$ cat src/adcrc_regs.svh
`ifndef ADCRC_REGS_SVH
`define ADCRC_REGS_SVH

// Slot control entry layout
`define ADCRC_CH_LSB 0
`define ADCRC_CH_MSB 3
`define ADCRC_SREF_LSB 4
`define ADCRC_SREF_MSB 6
`define ADCRC_EOS_BIT 7
`define ADCRC_CTL_RESET 8'h00

// Channel codes: last external input, then the internal inputs
`define ADCRC_CH_LAST_EXT 4'h7
`define ADCRC_CH_TEMP 4'ha
`define ADCRC_CH_HALF_SUPPLY 4'hb

// Result and storage sizes
`define ADCRC_RESULT_BITS 12
`define ADCRC_SAR_MSB_IDX 4'hb
`define ADCRC_SAR_MID 12'h800
`define ADCRC_RESULT_RESET 12'h000
`define ADCRC_SLOTS 16
`define ADCRC_FIFO_DEPTH 8
`define ADCRC_FIFO_WIDTH 16

// Timing: comparator settle time after each trial code
`define ADCRC_MCLK_NS 50
`define ADCRC_SETTLE_NS 150
`define ADCRC_SETTLE_CYC ((`ADCRC_SETTLE_NS + `ADCRC_MCLK_NS - 1) / `ADCRC_MCLK_NS)
// Dedicated oscillator modelled as mclk divided by this count
`define ADCRC_OSC_DIV 3'h4

`endif

$ cat src/adcrc_pkg.sv
package adcrc_pkg;

  typedef enum logic [2:0] {
    ST_IDLE = 3'b000,
    ST_SAMPLE = 3'b001,
    ST_CONVERT = 3'b010,
    ST_STORE = 3'b011,
    ST_ARM = 3'b100
  } adcrc_state_t;

  typedef enum logic [1:0] {
    MODE_SINGLE = 2'b00,
    MODE_SEQ_ONCE = 2'b01,
    MODE_REP_SINGLE = 2'b10,
    MODE_REP_SEQ = 2'b11
  } adcrc_mode_t;

  typedef enum logic [1:0] {
    CLK_OSC = 2'b00,
    CLK_MCLK = 2'b01,
    CLK_AUX = 2'b10,
    CLK_SUB = 2'b11
  } adcrc_clksel_t;

  typedef struct packed {
    logic eos;
    logic [2:0] sref;
    logic [3:0] chan;
  } adcrc_slot_ctl_t;

endpackage

$ cat src/adcrc_stream_if.sv
`timescale 1ns/1ns
interface adcrc_stream_if #(parameter int W = 16);
  logic valid;
  logic ready;
  logic [W-1:0] data;
  modport src(output valid, output data, input ready);
  modport snk(input valid, input data, output ready);
endinterface

$ cat src/adcrc_fifo.sv
`timescale 1ns/1ns
module adcrc_fifo #(
  parameter int W = 16,
  parameter int DEPTH = 8
) (
  input wire logic mclk,
  input wire logic reset_n,
  adcrc_stream_if.snk inPort,
  output logic outValid,
  input wire logic outReady,
  output logic [W-1:0] outData
);
  localparam int AW = $clog2(DEPTH);

  typedef struct packed {
    logic [DEPTH-1:0][W-1:0] mem;
    logic [AW-1:0] wptr;
    logic [AW-1:0] rptr;
    logic [AW:0] count;
    logic outValid;
    logic [W-1:0] outData;
  } adcrc_fifo_state_t;

  adcrc_fifo_state_t st_reg;
  adcrc_fifo_state_t st_next;
  logic push;
  logic pop;

  // Full is honest: ready drops once every word is taken
  assign inPort.ready = (st_reg.count != (AW+1)'(DEPTH));
  assign push = inPort.valid && inPort.ready;
  assign pop = (st_reg.count != '0) && (!st_reg.outValid || outReady);
  assign outValid = st_reg.outValid;
  assign outData = st_reg.outData;

  // Output word is a register so the reader sees no memory path
  always_comb
  begin
    st_next = st_reg;
    if (outReady && st_reg.outValid)
    begin
      st_next.outValid = 1'b0;
    end
    if (pop)
    begin
      st_next.outValid = 1'b1;
      st_next.outData = st_reg.mem[st_reg.rptr];
      st_next.rptr = AW'(st_reg.rptr + 1'b1);
    end
    if (push)
    begin
      st_next.mem[st_reg.wptr] = inPort.data;
      st_next.wptr = AW'(st_reg.wptr + 1'b1);
    end
    st_next.count = (AW+1)'(st_reg.count + (push ? 1'b1 : 1'b0) - (pop ? 1'b1 : 1'b0));
  end

  always_ff @(posedge mclk or negedge reset_n)
  begin
    if (!reset_n)
    begin
      st_reg <= '0;
    end
    else
    begin
      st_reg <= st_next;
    end
  end
endmodule

$ cat src/adcrc_top.sv
`timescale 1ns/1ns
`include "adcrc_regs.svh"
module adcrc_top #(
  parameter bit HAS_NEG_REF = 1'b1
) (
  input wire logic mclk,
  input wire logic reset_n,
  input wire logic converterPowerOn,
  input wire logic referenceGeneratorOn,
  input wire logic builtinReferenceLevel,
  input wire logic convEnable,
  input wire adcrc_pkg::adcrc_mode_t convMode,
  input wire logic [3:0] startSlot,
  input wire logic [1:0] sampleSourceSel,
  input wire logic sampleSoftware,
  input wire logic [2:0] sampleTrigger,
  input wire logic sampleTimerMode,
  input wire logic [3:0] sampleTicks,
  input wire adcrc_pkg::adcrc_clksel_t convClockSel,
  input wire logic auxTickEn,
  input wire logic subTickEn,
  input wire logic [2:0] convClockDiv,
  input wire logic compAbove,
  input wire logic ctlWrEn,
  input wire logic [3:0] ctlWrSlot,
  input wire logic [7:0] ctlWrData,
  input wire logic [3:0] slotRdAddr,
  output logic [15:0] slotRdData,
  output logic resultValid,
  input wire logic resultReady,
  output logic [15:0] resultData,
  output logic busy,
  output logic coreOn,
  output logic refGenOn,
  output logic refLevelHigh,
  output logic sampleHold,
  output logic [3:0] muxChannel,
  output logic tempDiodeOn,
  output logic [1:0] vrPlusSel,
  output logic vrMinusSel,
  output logic [11:0] sarTrial
);
  import adcrc_pkg::*;

  typedef struct packed {
    adcrc_state_t st;
    logic [3:0] ptr;
    adcrc_slot_ctl_t [`ADCRC_SLOTS-1:0] ctl;
    logic [`ADCRC_SLOTS-1:0][`ADCRC_RESULT_BITS-1:0] res;
    logic [11:0] sar;
    logic [3:0] bitIdx;
    logic [3:0] tickCnt;
    logic [2:0] settle;
    logic [2:0] divCnt;
    logic [2:0] oscCnt;
    logic samplePrev;
    logic [2:0] trigMeta;
    logic [2:0] trigSync;
    logic compMeta;
    logic compSync;
    logic pushValid;
    logic [15:0] pushData;
    logic [15:0] rdData;
    logic busy;
    logic coreOn;
    logic refGenOn;
    logic refLevelHigh;
    logic sampleHold;
    logic [3:0] muxChannel;
    logic tempDiodeOn;
    logic [1:0] vrPlusSel;
    logic vrMinusSel;
  } adcrc_top_state_t;

  adcrc_top_state_t st_reg;
  adcrc_top_state_t st_next;
  logic oscTick;
  logic srcTick;
  logic convTick;
  logic sampleSig;
  logic sampleRise;
  adcrc_slot_ctl_t curCtl;

  adcrc_stream_if #(.W(`ADCRC_FIFO_WIDTH)) pushIf();

  // Codes above the last internal input fold onto half supply
  function automatic logic [3:0] chanMap(input logic [3:0] ch);
    chanMap = (ch > `ADCRC_CH_HALF_SUPPLY) ? `ADCRC_CH_HALF_SUPPLY : ch;
  endfunction

  // Upper reference: 0 supply, 1 internal, 2 and 3 external
  function automatic logic [1:0] plusDecode(input logic [2:0] sref);
    unique case (sref[1:0])
      2'b00: plusDecode = 2'h0;
      2'b01: plusDecode = 2'h1;
      2'b10, 2'b11: plusDecode = 2'h2;
    endcase
  endfunction

  // Conversion clock source as a one-cycle enable
  // clock source select
  assign oscTick = (st_reg.oscCnt == `ADCRC_OSC_DIV - 3'h1);
  always_comb
  begin
    unique case (convClockSel)
      CLK_OSC: srcTick = oscTick;
      CLK_MCLK: srcTick = 1'b1;
      CLK_AUX: srcTick = auxTickEn;
      CLK_SUB: srcTick = subTickEn;
    endcase
  end
  assign convTick = srcTick && (st_reg.divCnt == convClockDiv);

  // Selected sample source; trigger pins are read only after two flops
  // sample source select
  assign sampleSig = (sampleSourceSel == 2'h0) ? sampleSoftware
                   : st_reg.trigSync[sampleSourceSel - 2'h1];
  assign sampleRise = sampleSig && !st_reg.samplePrev;
  assign curCtl = st_reg.ctl[st_reg.ptr];

  assign pushIf.valid = st_reg.pushValid;
  assign pushIf.data = st_reg.pushData;

  always_comb
  begin
    logic [11:0] finalCode;
    finalCode = st_reg.sar;
    st_next = st_reg;
    st_next.trigMeta = sampleTrigger;
    st_next.trigSync = st_reg.trigMeta;
    st_next.compMeta = compAbove;
    st_next.compSync = st_reg.compMeta;
    st_next.samplePrev = sampleSig;
    st_next.oscCnt = oscTick ? 3'h0 : 3'(st_reg.oscCnt + 3'h1);
    if (srcTick)
    begin
      st_next.divCnt = (st_reg.divCnt == convClockDiv) ? 3'h0 : 3'(st_reg.divCnt + 3'h1);
    end
    if (ctlWrEn)
    begin
      st_next.ctl[ctlWrSlot] = ctlWrData;
    end
    st_next.rdData = {4'h0, st_reg.res[slotRdAddr]};

    unique case (st_reg.st)
      ST_IDLE:
      begin
        st_next.ptr = startSlot;
        if (convEnable && sampleRise)
        begin
          st_next.st = ST_SAMPLE;
          st_next.tickCnt = sampleTicks;
        end
      end
      ST_ARM:
      begin
        if (!convEnable)
        begin
          st_next.st = ST_IDLE;
        end
        else if (sampleRise)
        begin
          st_next.st = ST_SAMPLE;
          st_next.tickCnt = sampleTicks;
        end
      end
      ST_SAMPLE:
      begin
        if (sampleTimerMode)
        begin
          if (convTick)
          begin
            if (st_reg.tickCnt == 4'h0)
            begin
              st_next.st = ST_CONVERT;
            end
            else
            begin
              st_next.tickCnt = 4'(st_reg.tickCnt - 4'h1);
            end
          end
        end
        else if (!sampleSig)
        begin
          st_next.st = ST_CONVERT;
        end
        if (st_next.st == ST_CONVERT)
        begin
          st_next.sar = `ADCRC_SAR_MID;
          st_next.bitIdx = `ADCRC_SAR_MSB_IDX;
          st_next.settle = 3'(`ADCRC_SETTLE_CYC);
        end
      end
      ST_CONVERT:
      begin
        // binary search clamps at 0 and 4095
        if (st_reg.settle != 3'h0)
        begin
          st_next.settle = 3'(st_reg.settle - 3'h1);
        end
        else if (convTick)
        begin
          if (!st_reg.compSync)
          begin
            finalCode[st_reg.bitIdx] = 1'b0;
          end
          st_next.sar = finalCode;
          if (st_reg.bitIdx == 4'h0)
          begin
            st_next.res[st_reg.ptr] = finalCode;
            st_next.pushValid = 1'b1;
            st_next.pushData = {st_reg.ptr, finalCode};
            st_next.st = ST_STORE;
          end
          else
          begin
            st_next.sar[st_reg.bitIdx - 4'h1] = 1'b1;
            st_next.bitIdx = 4'(st_reg.bitIdx - 4'h1);
            st_next.settle = 3'(`ADCRC_SETTLE_CYC);
          end
        end
      end
      ST_STORE:
      begin
        // Holding here lets a full stream stall the converter
        if (pushIf.ready)
        begin
          st_next.pushValid = 1'b0;
          unique case (convMode)
            MODE_SINGLE: st_next.st = ST_IDLE;
            MODE_REP_SINGLE: st_next.st = ST_ARM;
            MODE_SEQ_ONCE:
            begin
              st_next.st = curCtl.eos ? ST_IDLE : ST_ARM;
              st_next.ptr = 4'(st_reg.ptr + 4'h1);
            end
            MODE_REP_SEQ:
            begin
              st_next.st = ST_ARM;
              st_next.ptr = curCtl.eos ? startSlot : 4'(st_reg.ptr + 4'h1);
            end
          endcase
        end
      end
      default:
      begin
        st_next.st = ST_IDLE;
      end
    endcase

    if (!converterPowerOn)
    begin
      st_next.st = ST_IDLE;
      st_next.pushValid = 1'b0;
    end

    // Channel and reference selects follow the entry of the slot in use
    // channel select
    st_next.muxChannel = chanMap(st_next.ctl[st_next.ptr].chan);
    st_next.sampleHold = (st_next.st == ST_SAMPLE);
    st_next.busy = (st_next.st != ST_IDLE);
    st_next.coreOn = converterPowerOn;
    st_next.tempDiodeOn = converterPowerOn && st_next.busy
                        && (st_next.muxChannel == `ADCRC_CH_TEMP);
    st_next.refGenOn = referenceGeneratorOn || st_next.tempDiodeOn;
    st_next.refLevelHigh = builtinReferenceLevel;
    st_next.vrPlusSel = plusDecode(st_next.ctl[st_next.ptr].sref);
    st_next.vrMinusSel = HAS_NEG_REF && st_next.ctl[st_next.ptr].sref[2];
  end

  always_ff @(posedge mclk or negedge reset_n)
  begin
    if (!reset_n)
    begin
      st_reg <= '0;
    end
    else
    begin
      st_reg <= st_next;
    end
  end

  // Nine-word buffer (eight memory words and the output register) between the converter and the result stream
  adcrc_fifo #(
    .W(`ADCRC_FIFO_WIDTH),
    .DEPTH(`ADCRC_FIFO_DEPTH)
  ) u_fifo (
    .mclk(mclk),
    .reset_n(reset_n),
    .inPort(pushIf.snk),
    .outValid(resultValid),
    .outReady(resultReady),
    .outData(resultData)
  );

  // Every output below is a field of the state register
  assign slotRdData = st_reg.rdData;
  assign busy = st_reg.busy;
  assign coreOn = st_reg.coreOn;
  assign refGenOn = st_reg.refGenOn;
  assign refLevelHigh = st_reg.refLevelHigh;
  assign sampleHold = st_reg.sampleHold;
  assign muxChannel = st_reg.muxChannel;
  assign tempDiodeOn = st_reg.tempDiodeOn;
  assign vrPlusSel = st_reg.vrPlusSel;
  assign vrMinusSel = st_reg.vrMinusSel;
  assign sarTrial = st_reg.sar;

  property p_diode_ref;
    @(posedge mclk) disable iff (!reset_n)
    tempDiodeOn |-> refGenOn && muxChannel == `ADCRC_CH_TEMP;
  endproperty
  a_diode_ref: assert property (p_diode_ref) else $error("diode on without reference");

  property p_core_off;
    @(posedge mclk) disable iff (!reset_n)
    !converterPowerOn |=> !busy && !coreOn && !sampleHold;
  endproperty
  a_core_off: assert property (p_core_off) else $error("core off but still active");

  property p_ref_off;
    @(posedge mclk) disable iff (!reset_n)
    (!referenceGeneratorOn ##1 !tempDiodeOn) |-> !refGenOn;
  endproperty
  a_ref_off: assert property (p_ref_off) else $error("reference on without request");

  property p_no_neg_pin;
    @(posedge mclk) disable iff (!reset_n)
    (HAS_NEG_REF == 1'b0) |-> !vrMinusSel;
  endproperty
  a_no_neg_pin: assert property (p_no_neg_pin) else $error("lower reference not ground");

  property p_sref_decode;
    @(posedge mclk) disable iff (!reset_n)
    st_reg.st == ST_CONVERT |-> vrPlusSel == plusDecode(curCtl.sref);
  endproperty
  a_sref_decode: assert property (p_sref_decode) else $error("upper reference decode wrong");

  property p_div8;
    @(posedge mclk) disable iff (!reset_n)
    convTick && convClockDiv == 3'h7 && convClockSel == CLK_MCLK
      ##1 (convClockDiv == 3'h7 && convClockSel == CLK_MCLK)[*8]
      |-> convTick && !$past(convTick, 1) && !$past(convTick, 2) && !$past(convTick, 3)
        && !$past(convTick, 4) && !$past(convTick, 5) && !$past(convTick, 6)
        && !$past(convTick, 7);
  endproperty
  a_div8: assert property (p_div8) else $error("divide by eight spacing wrong");

  property p_timed_sample;
    @(posedge mclk) disable iff (!reset_n || !converterPowerOn)
    st_reg.st == ST_SAMPLE && sampleTimerMode && convTick && st_reg.tickCnt == 4'h0
      |=> st_reg.st == ST_CONVERT && st_reg.sar == `ADCRC_SAR_MID;
  endproperty
  a_timed_sample: assert property (p_timed_sample) else $error("timed sample end missed");

  property p_single_stop;
    @(posedge mclk) disable iff (!reset_n)
    st_reg.st == ST_STORE && pushIf.ready && convMode == MODE_SINGLE |=> !busy;
  endproperty
  a_single_stop: assert property (p_single_stop) else $error("single mode did not stop");

  property p_slot_read;
    @(posedge mclk) disable iff (!reset_n)
    1'b1 |=> slotRdData == {4'h0, $past(st_reg.res[slotRdAddr])};
  endproperty
  a_slot_read: assert property (p_slot_read) else $error("slot read data wrong");

  property p_store_slot;
    @(posedge mclk) disable iff (!reset_n)
    $rose(st_reg.pushValid) |-> st_reg.res[st_reg.pushData[15:12]] == st_reg.pushData[11:0];
  endproperty
  a_store_slot: assert property (p_store_slot) else $error("slot and stream disagree");
endmodule

$ cat config.mk
export PLATFORM = sky130hd
export DESIGN_NAME = adcrc_top
export DESIGN_NICKNAME = d
export VERILOG_FILES = /design/src/adcrc_pkg.sv /design/src/adcrc_stream_if.sv /design/src/adcrc_fifo.sv /design/src/adcrc_top.sv
export VERILOG_INCLUDE_DIRS = /design/src
export SDC_FILE = /design/constraint.sdc
export NUM_CORES = 1
export LEC_CHECK = 0
export BUFFER_PORTS_ARGS = -buffer_cell sky130_fd_sc_hd__buf_2
export CORE_AREA = 2 2 220 222
export DETAILED_ROUTE_END_ITERATION = 6
export DIE_AREA = 0 0 222 224
export PLACE_DENSITY = 0.7
export SYNTH_ARGS = -nofsm -noshare
export SYNTH_HDL_FRONTEND = slang
export SYNTH_HIERARCHICAL = 1
export SYNTH_SLANG_ARGS = --single-unit
$ cat constraint.sdc
create_clock -name mclk -period 3.7 [get_ports mclk]
set_input_delay 0.555 -clock mclk [delete_from_list [all_inputs] [get_ports mclk]]
set_output_delay 0.555 -clock mclk [all_outputs]
set_load 0.02 [all_outputs]
* Yosys cells after proc, flatten, opt, wreduce, memory -nomap -nowiden
Index checks and enable logic that the tools add are counted.
** Word-level totals
- Register bits :: 562
- Output and inout bits :: 58
** Cells by class
- Add/sub/neg operators :: 11
- $lt $le $gt $ge :: 15
- Equal/unequal tests :: 36
- Muxes and demuxes :: 80
- Bitwise logic cells :: 4
- Reductions and logical operators :: 38
** Operator list (count)
- 128-bit bitwise mux :: 2
- 192-bit bitwise mux :: 1
- 128-bit two-way mux :: 1
- 16-bit two-way mux :: 6
- 12-bit two-way mux :: 6
- 17-bit two-way mux :: 4
- 8-bit binary-select mux with 4-bit select :: 2
- 3-bit two-way mux :: 19
- 12-bit binary-select mux with 4-bit select :: 1
- 16-bit binary-select mux with 3-bit select :: 1
- 12-bit demux with 4-bit select :: 1
- 16-bit demux with 3-bit select :: 1
- 8-bit demux with 4-bit select :: 1
- 4-bit two-way mux :: 8
- 16-bit one-hot mux with 2 select lines :: 1
- 4-bit by 5-bit less-than comparator with 1-bit output (second input constant) :: 6
- 2-bit != test (second input constant) :: 10
- 4-bit by 1-bit >= comparator with 1-bit output (second input constant) :: 4
- 8-bit two-way mux :: 2
- 4-bit one-hot mux with 2 select lines :: 2
- 3-bit != test (second input constant) :: 5
- 3-bit one-hot mux with 5 select lines :: 1
- 7-bit two-way mux :: 2
- 1-bit logical AND :: 13
- other kinds (46) :: 84

* Depth between registers and ports, before layout
Gate-level depths: netlist of run 1.
- Depth in word-level cells :: 15
- Depth in mapped cells :: 17

* Cells and area by module
Netlist of run 1, hierarchy kept.
** By module, submodules not included
- adcrc_top :: times used 1, cells an instance 1571, area an instance 18477.7 µm²
- adcrc_fifo :: times used 1, cells an instance 510, area an instance 7275.7 µm²

* Worst setup path before layout of run 1
No wires, ideal clock.
- Path type :: flip-flop to flip-flop
- Start :: register u_fifo/st_reg[19] (netlist bit)
- End :: register st_reg, in the netlist vrMinusSel
- Arrival :: 3.431 ns
- Required time :: 3.560 ns
- Setup slack :: 0.129 ns
- Stages on the path, launching flop included :: 16
- Period minus slack after synthesis :: 3.571 ns
- Path through :: dfrtp_1 -> inv_1 -> ha_1 -> or3b_4 -> buf_6 -> nand2_1 -> o21ai_0 -> a21oi_1 -> a2111oi_2 -> nor2_2 -> buf_6 -> buf_6 -> mux4_2 -> or2_2 -> a21oi_1 -> a21oi_1
** RTL lines
- start: declaration :: line adcrc_fifo.sv:24 : adcrc_fifo_state_t st_reg;
- start signal: assignment :: line adcrc_fifo.sv:66 : st_reg <= st_next;
- end signal: assignment :: line adcrc_top.sv:279 : st_reg <= st_next;
- end: declaration :: line adcrc_top.sv:75 : adcrc_top_state_t st_reg;

==> results.tsv, run 1 <==
stage	metric	value	unit
sta	worst_slew_pin_slew	0.988	ns
cells_and_area	diodes	0	
synthesis	synth_seq_cells	562	
power	cellLeakagePower	13.4	nW
die	die_x	222	um
cells_and_area	final_cell_mix	dfrtp_1 (560), mux2_2 (289), nand2_1 (264)	
global_route	grt_pass1_vias	17200	
drt	vias	16500	
sta	setup_violations	0	
cells_and_area	final_common_cell	dfrtp_1	
drt	drt_iter0_markers	1170	
drt	firstDrtPassIters	6	
synthesis	synthCells	2081	
clock_network	clock_path_buffers	3	
placed_design	place_ws	-0.379	ns
synthesis	yosys_warnings	6	
die	fp.coreArea	0.0473	sq mm
critical_path	r2r-end	vrPlusSel[0]	
synthesis	synth_async_sr_flop_share	100	%
sta	whs	0.00191	ns
critical_path	r2r_slack	0.14	ns
drt	final_antenna_net_count	0	
critical_path	crit_path_start	st_reg[405]	
drt	wl_per_cell	21.0	um
synthesis	syn_avg_cell_area	12.4	sq um
synthesis	synth_area	0.0258	sq mm
sta	tns	0	ns
placed_design	gp_congestion	0.821	
drt	drc_errors	0	
critical_path	worstPathRequired	4.24	ns
synthesis	synth_edf_count	0	
sta	fin_crit_sh	96.3	%
die	die_h	224	um
synthesis	ys.flop_type	dfrtp_1	
global_route	grt_overflow	0	
synthesis	ys_seq_area_share	54.6	%
clock_network	cts_buffers	57	
power	power	0.0162	W
die	io_pins	107	
sta	hold_violations	0	
global_route	track_usage	24.6	%
drt	vias_per_cell	5.84	
global_route	grt_pass1_wl	95700	um
placed_design	post-dp-hpwl	38300	um
sta	setup_ws	0.135	ns
clock_network	cts_num_sinks	562	
power	powerDensity	560	mW/mm^2
clock_network	clock_latency	0.62	ns
sta	rsz0062_at_grt	false	
cells_and_area	nNetsFinal	2237	
critical_path	crit_arrival	4.11	ns
clock_network	cts_tree	yes	
outcome	status	finished clean	
drt	drt-total-wl	59300	um
run	drv_cap	0	
critical_path	start_kind	flop	
global_route	antenna_found_initial	1	
critical_path	worstSetupPathType	reg -> reg	
clock_network	cts_max_level	2	
sta	drv_slew	0	
global_route	grt_max_degree	98	
sta	fin_skew	0.0276	ns
clock_network	clkTransAtPathRegs	0.06	ns
synthesis	yosys.cell_types.count	66	
critical_path	crit_end	vrPlusSel[0]	
cells_and_area	largest_reg_flops	349	
critical_path	crit_fanout	14	
cells_and_area	syn_to_final_growth	12.1	%
cells_and_area	postLayoutCoreUtil	61.0	%
sta	clock.fmax	281	MHz
sta	min_period	3.56	ns
die	start_util	54.4	%
placed_design	place.port_buffers	102	
clock_network	cts-root-buf	clkbuf_16	
die	die_area	0.0497	sq mm
cells_and_area	drive_above_1_share	32.0	%
sta	slew_headroom	34.1	%
power	vdd_drop_max	473	uV
die	rows	80	
worst_hold_path	min_path_type	in -> async	
critical_path	worstReg2RegStart	st_reg[405]	
critical_path	worst_r2r_path_depth	12	
critical_path	cp-end-kind	flop	
synth_stat cells (7+ instances only):
| library cell | n | area (sq um) |
|---|---|---|
| dfrtp_1 | 562 | 14100 |
| mux2_2 | 289 | 3250 |
| nand2_1 | 264 | 991 |
| o21ai_0 | 244 | 1220 |
| clkbuf_1 | 91 | 342 |
| mux4_2 | 72 | 1620 |
| mux2i_1 | 68 | 681 |
| buf_4 | 55 | 413 |
| nor2_1 | 41 | 154 |
| inv_1 | 29 | 109 |
| a211oi_1 | 25 | 188 |
| mux2_4 | 21 | 315 |
| a22o_1 | 20 | 175 |
| nand3_1 | 20 | 100 |
| nand2b_1 | 19 | 119 |
| a21oi_1 | 18 | 90.1 |
| ha_1 | 18 | 225 |
| o31ai_1 | 18 | 135 |
| o22ai_1 | 17 | 106 |
| buf_2 | 16 | 80.1 |
| nor2b_1 | 16 | 100 |
| a21o_1 | 14 | 105 |
| o21ai_1 | 13 | 65.1 |
| nor3_1 | 12 | 60.1 |
| and2_1 | 11 | 68.8 |
| buf_6 | 10 | 113 |
| buf_1 | 7 | 26.3 |
| nor3b_1 | 7 | 52.6 |
| or3_1 | 7 | 43.8 |
worst min path at each step:
| stage | start | slack [ns] | cells after the start | to |
|---|---|---|---|---|
| after floorplan | reset_n | 0.26 | 0 | busy |
| after global placement | st_next[50] | 0.33 | 0 | st_reg[50] |
| after detailed placement | st_next[46] | 0.34 | 0 | st_reg[46] |
| after CTS | reset_n | 0.02 | 1 | u_fifo/st_reg[148] |
| after global routing | builtinReferenceLevel | 0.03 | 1 | refLevelHigh |
| final | reset_n | 0.002 | 1 | u_fifo/outData[5] |
layer usage:
metal	share of wire, %	vias up	routed length [um]	GRT usage [%]
li1	-	7543	-	-
met1	44	8455	25900	33.3
met2	49	396	28900	40.8
met3	4.8	108	2860	4.25
met4	2.8	2	1640	7.61
met5	0.020	-	12	0
layout make-up:
type                    count  area, sq um
clock buffers              87         1710
clock inverters            13          133
fillers                  3625        18500
inverters                  29          109
multi-input cells        1313        10600
flip-flops and latches    562        14100
well taps                 615          769
repair buffers            206         1440
stage by stage:
| stage | cells | cell area (sq um) |
|---|---|---|
| finish | 2825 | 28900 |
| global route | 2825 | 28900 |
| CTS | 2820 | 28800 |
| detailed placement | 2717 | 26900 |
| global placement | 2717 | 26900 |
| floorplan | 2084 | 25800 |
logic make-up (layout without fill, tap and decap cells):
group	after synthesis	after routing	share of synthesized area (%)
AO/OA/AOI/OAI	403	403	9.37
multiplexers	451	451	22.9
AND/OR/NAND/NOR	425	426	7.50
other	1	4	0.0146
flip-flops	562	562	54.6
adder cells (fa/ha/maj)	19	19	0.952
buffers and inverters	210	335	4.36
XOR/XNOR	10	10	0.340
timing repair:
item	in CTS	in global routing
resized for setup	4	9
cloned	1	0
pin swaps	1	1
hold buffers	0	0
buffers inserted	2	5
endpoints found under the setup margin	9	7
power by group:
part	internal (W)	leakage, nW	total [W]	switching, W
Combinational	0.00155	5.03	0.00346	0.00191
Clock	0.00325	0.890	0.00564	0.00240
Sequential	0.00671	7.50	0.00708	0.000366
critical path, stage by stage (launching register included):
cell      delay [ns]
dfrtp_2         0.49
mux2i_1         0.15
a22o_1          0.27
or4_4           0.55
buf_4           0.18
a211oi_1        0.26
a211o_1         0.20
and2_4          0.23
buf_12          0.16
mux4_2          0.30
mux2_2          0.28
mux2_2          0.27
nor2b_1         0.13
Power figures use the tool's default switching activity.
==> run 2, diff against run 1 <==
Clock period 3.7 ns to 3 ns, I/O delays scaled along.
==> results.tsv, run 2 (synthesis gave the netlist of run 1 again) <==
stage	metric	value	unit
run	drv_cap	0	
die	rows	80	
global_route	track_usage	25.7	%
global_route	grt_pass1_wl	99900	um
cells_and_area	final_cell_mix	dfrtp_1 (560), mux2_2 (285), nand2_1 (263)	
sta	hold_violations	0	
placed_design	post-dp-hpwl	40500	um
cells_and_area	final_common_cell	dfrtp_1	
critical_path	worstReg2RegStart	st_reg[405]	
cells_and_area	fillCellCount	3497	
die	die_h	224	um
drt	vias_per_cell	5.82	
critical_path	crit_path_start	st_reg[405]	
clock_network	clkTransAtPathRegs	0.06	ns
sta	setup_ws	-0.466	ns
clock_network	clock_path_buffers	3	
global_route	grt_max_degree	81	
sta	setup_violations	9	
drt	final_antenna_net_count	0	
global_route	antenna_found_initial	1	
die	die_x	222	um
placed_design	gp_congestion	0.872	
die	fp.coreArea	0.0473	sq mm
sta	min_period	3.47	ns
cells_and_area	largest_reg_flops	349	
sta	slew_headroom	34.2	%
clock_network	cts_max_level	2	
clock_network	cts_num_sinks	562	
power	cellLeakagePower	14.0	nW
placed_design	place_ws	-0.665	ns
clock_network	cts_buffers	58	
sta	clock.fmax	288	MHz
critical_path	worst_r2r_path_depth	13	
cells_and_area	drive_above_1_share	35.4	%
drt	drt_iter0_markers	1011	
drt	wl_per_cell	21.2	um
critical_path	cp-end-kind	flop	
critical_path	crit_fanout	7	
cells_and_area	nNetsFinal	2340	
critical_path	r2r_slack	-0.47	ns
sta	worst_slew_pin_slew	0.987	ns
sta	whs	0.0442	ns
global_route	grt_pass1_vias	18000	
critical_path	worstSetupPathType	reg -> reg	
drt	vias	17100	
die	io_pins	107	
critical_path	start_kind	flop	
outcome	status	finished, violations left	
die	start_util	54.4	%
critical_path	crit_arrival	3.97	ns
power	powerDensity	695	mW/mm^2
clock_network	clock_latency	0.63	ns
critical_path	crit_end	refGenOn	
clock_network	cts-root-buf	clkbuf_16	
sta	drv_slew	0	
placed_design	place.port_buffers	102	
cells_and_area	diodes	0	
power	vdd_drop_max	576	uV
drt	drt-total-wl	62300	um
sta	fin_crit_sh	116	%
drt	drc_errors	0	
critical_path	r2r-end	refGenOn	
sta	tns	-3.63	ns
sta	rsz0062_at_grt	true	
outcome	violations	negative setup slack	
critical_path	worstPathRequired	3.50	ns
cells_and_area	syn_to_final_growth	16.3	%
global_route	grt_overflow	0	
sta	fin_skew	0.0335	ns
worst_hold_path	min_path_type	in -> reg	
drt	firstDrtPassIters	5	
clock_network	cts_tree	yes	
die	die_area	0.0497	sq mm
[run 2: worst max-delay path, cell delays in order (launching register included)]
cell and delay, ns:
dfrtp_2 0.46, buf_6 0.15, buf_4 0.12, mux2_2 0.21
o2bb2ai_1 0.09, or4_4 0.50, and2_4 0.21, a211o_1 0.28
or2_4 0.29, buf_6 0.14, mux2_4 0.30, a22oi_4 0.15
o211ai_4 0.13, o41ai_2 0.32
[run 2: cell type report]
type                    count  area (sq um)  area share [%]
clock buffers              89          1740            5.81
multi-input cells        1313         10700            35.8
flip-flops and latches    562         14100            47.0
clock inverters            19           258           0.861
well taps                 615           769            2.57
inverters                  29           109           0.364
repair buffers            308          2270            7.58
[run 2: routing by layer]
metal  global-route usage [%]  routed length [um]
met1                     33.9               26300
met2                     43.5               31000
met3                     4.14                3120
met4                     8.83                1930
met5                        0                   7
[run 2: worst min-delay path by stage]
stage,start,endpoint,slack [ns],depth (start not counted)
floorplan,reset_n,busy,0.15,0
global placement,st_next[50],st_reg[50],0.33,0
detailed placement,st_next[49],st_reg[49],0.34,0
CTS,converterPowerOn,coreOn,0.009,1
global route,converterPowerOn,coreOn,0.01,1
finish,converterPowerOn,coreOn,0.04,1
[run 2: stage by stage]
stage	utilization, %	power (W)	instance area (sq um)	cells
CTS	63.1	0.0209	29900	2930
detailed placement	58.1	0.0132	27500	2792
global placement	58.1	0.0131	27500	2792
finish	63.2	0.0208	29900	2935
global route	63.2	0.0217	29900	2935
floorplan	-	0.0119	25800	2084
[run 2: timing repair]
item                                   CTS  global route
hold buffers                             6             0
endpoints found under the hold margin   67             0
resized for setup                       27            10
setup endpoints to repair                9             9
cloned                                   1             0
pin swaps                               18             3
buffers inserted                        23             5
[run 2: report_power, final]
group / internal (W) / total, W / switching (W)
clock: 0.00442 / 0.00739 / 0.00297
combinational: 0.00219 / 0.00474 / 0.00255
sequential: 0.00828 / 0.00866 / 0.000379
total: 0.0149 / 0.0208 / 0.00591
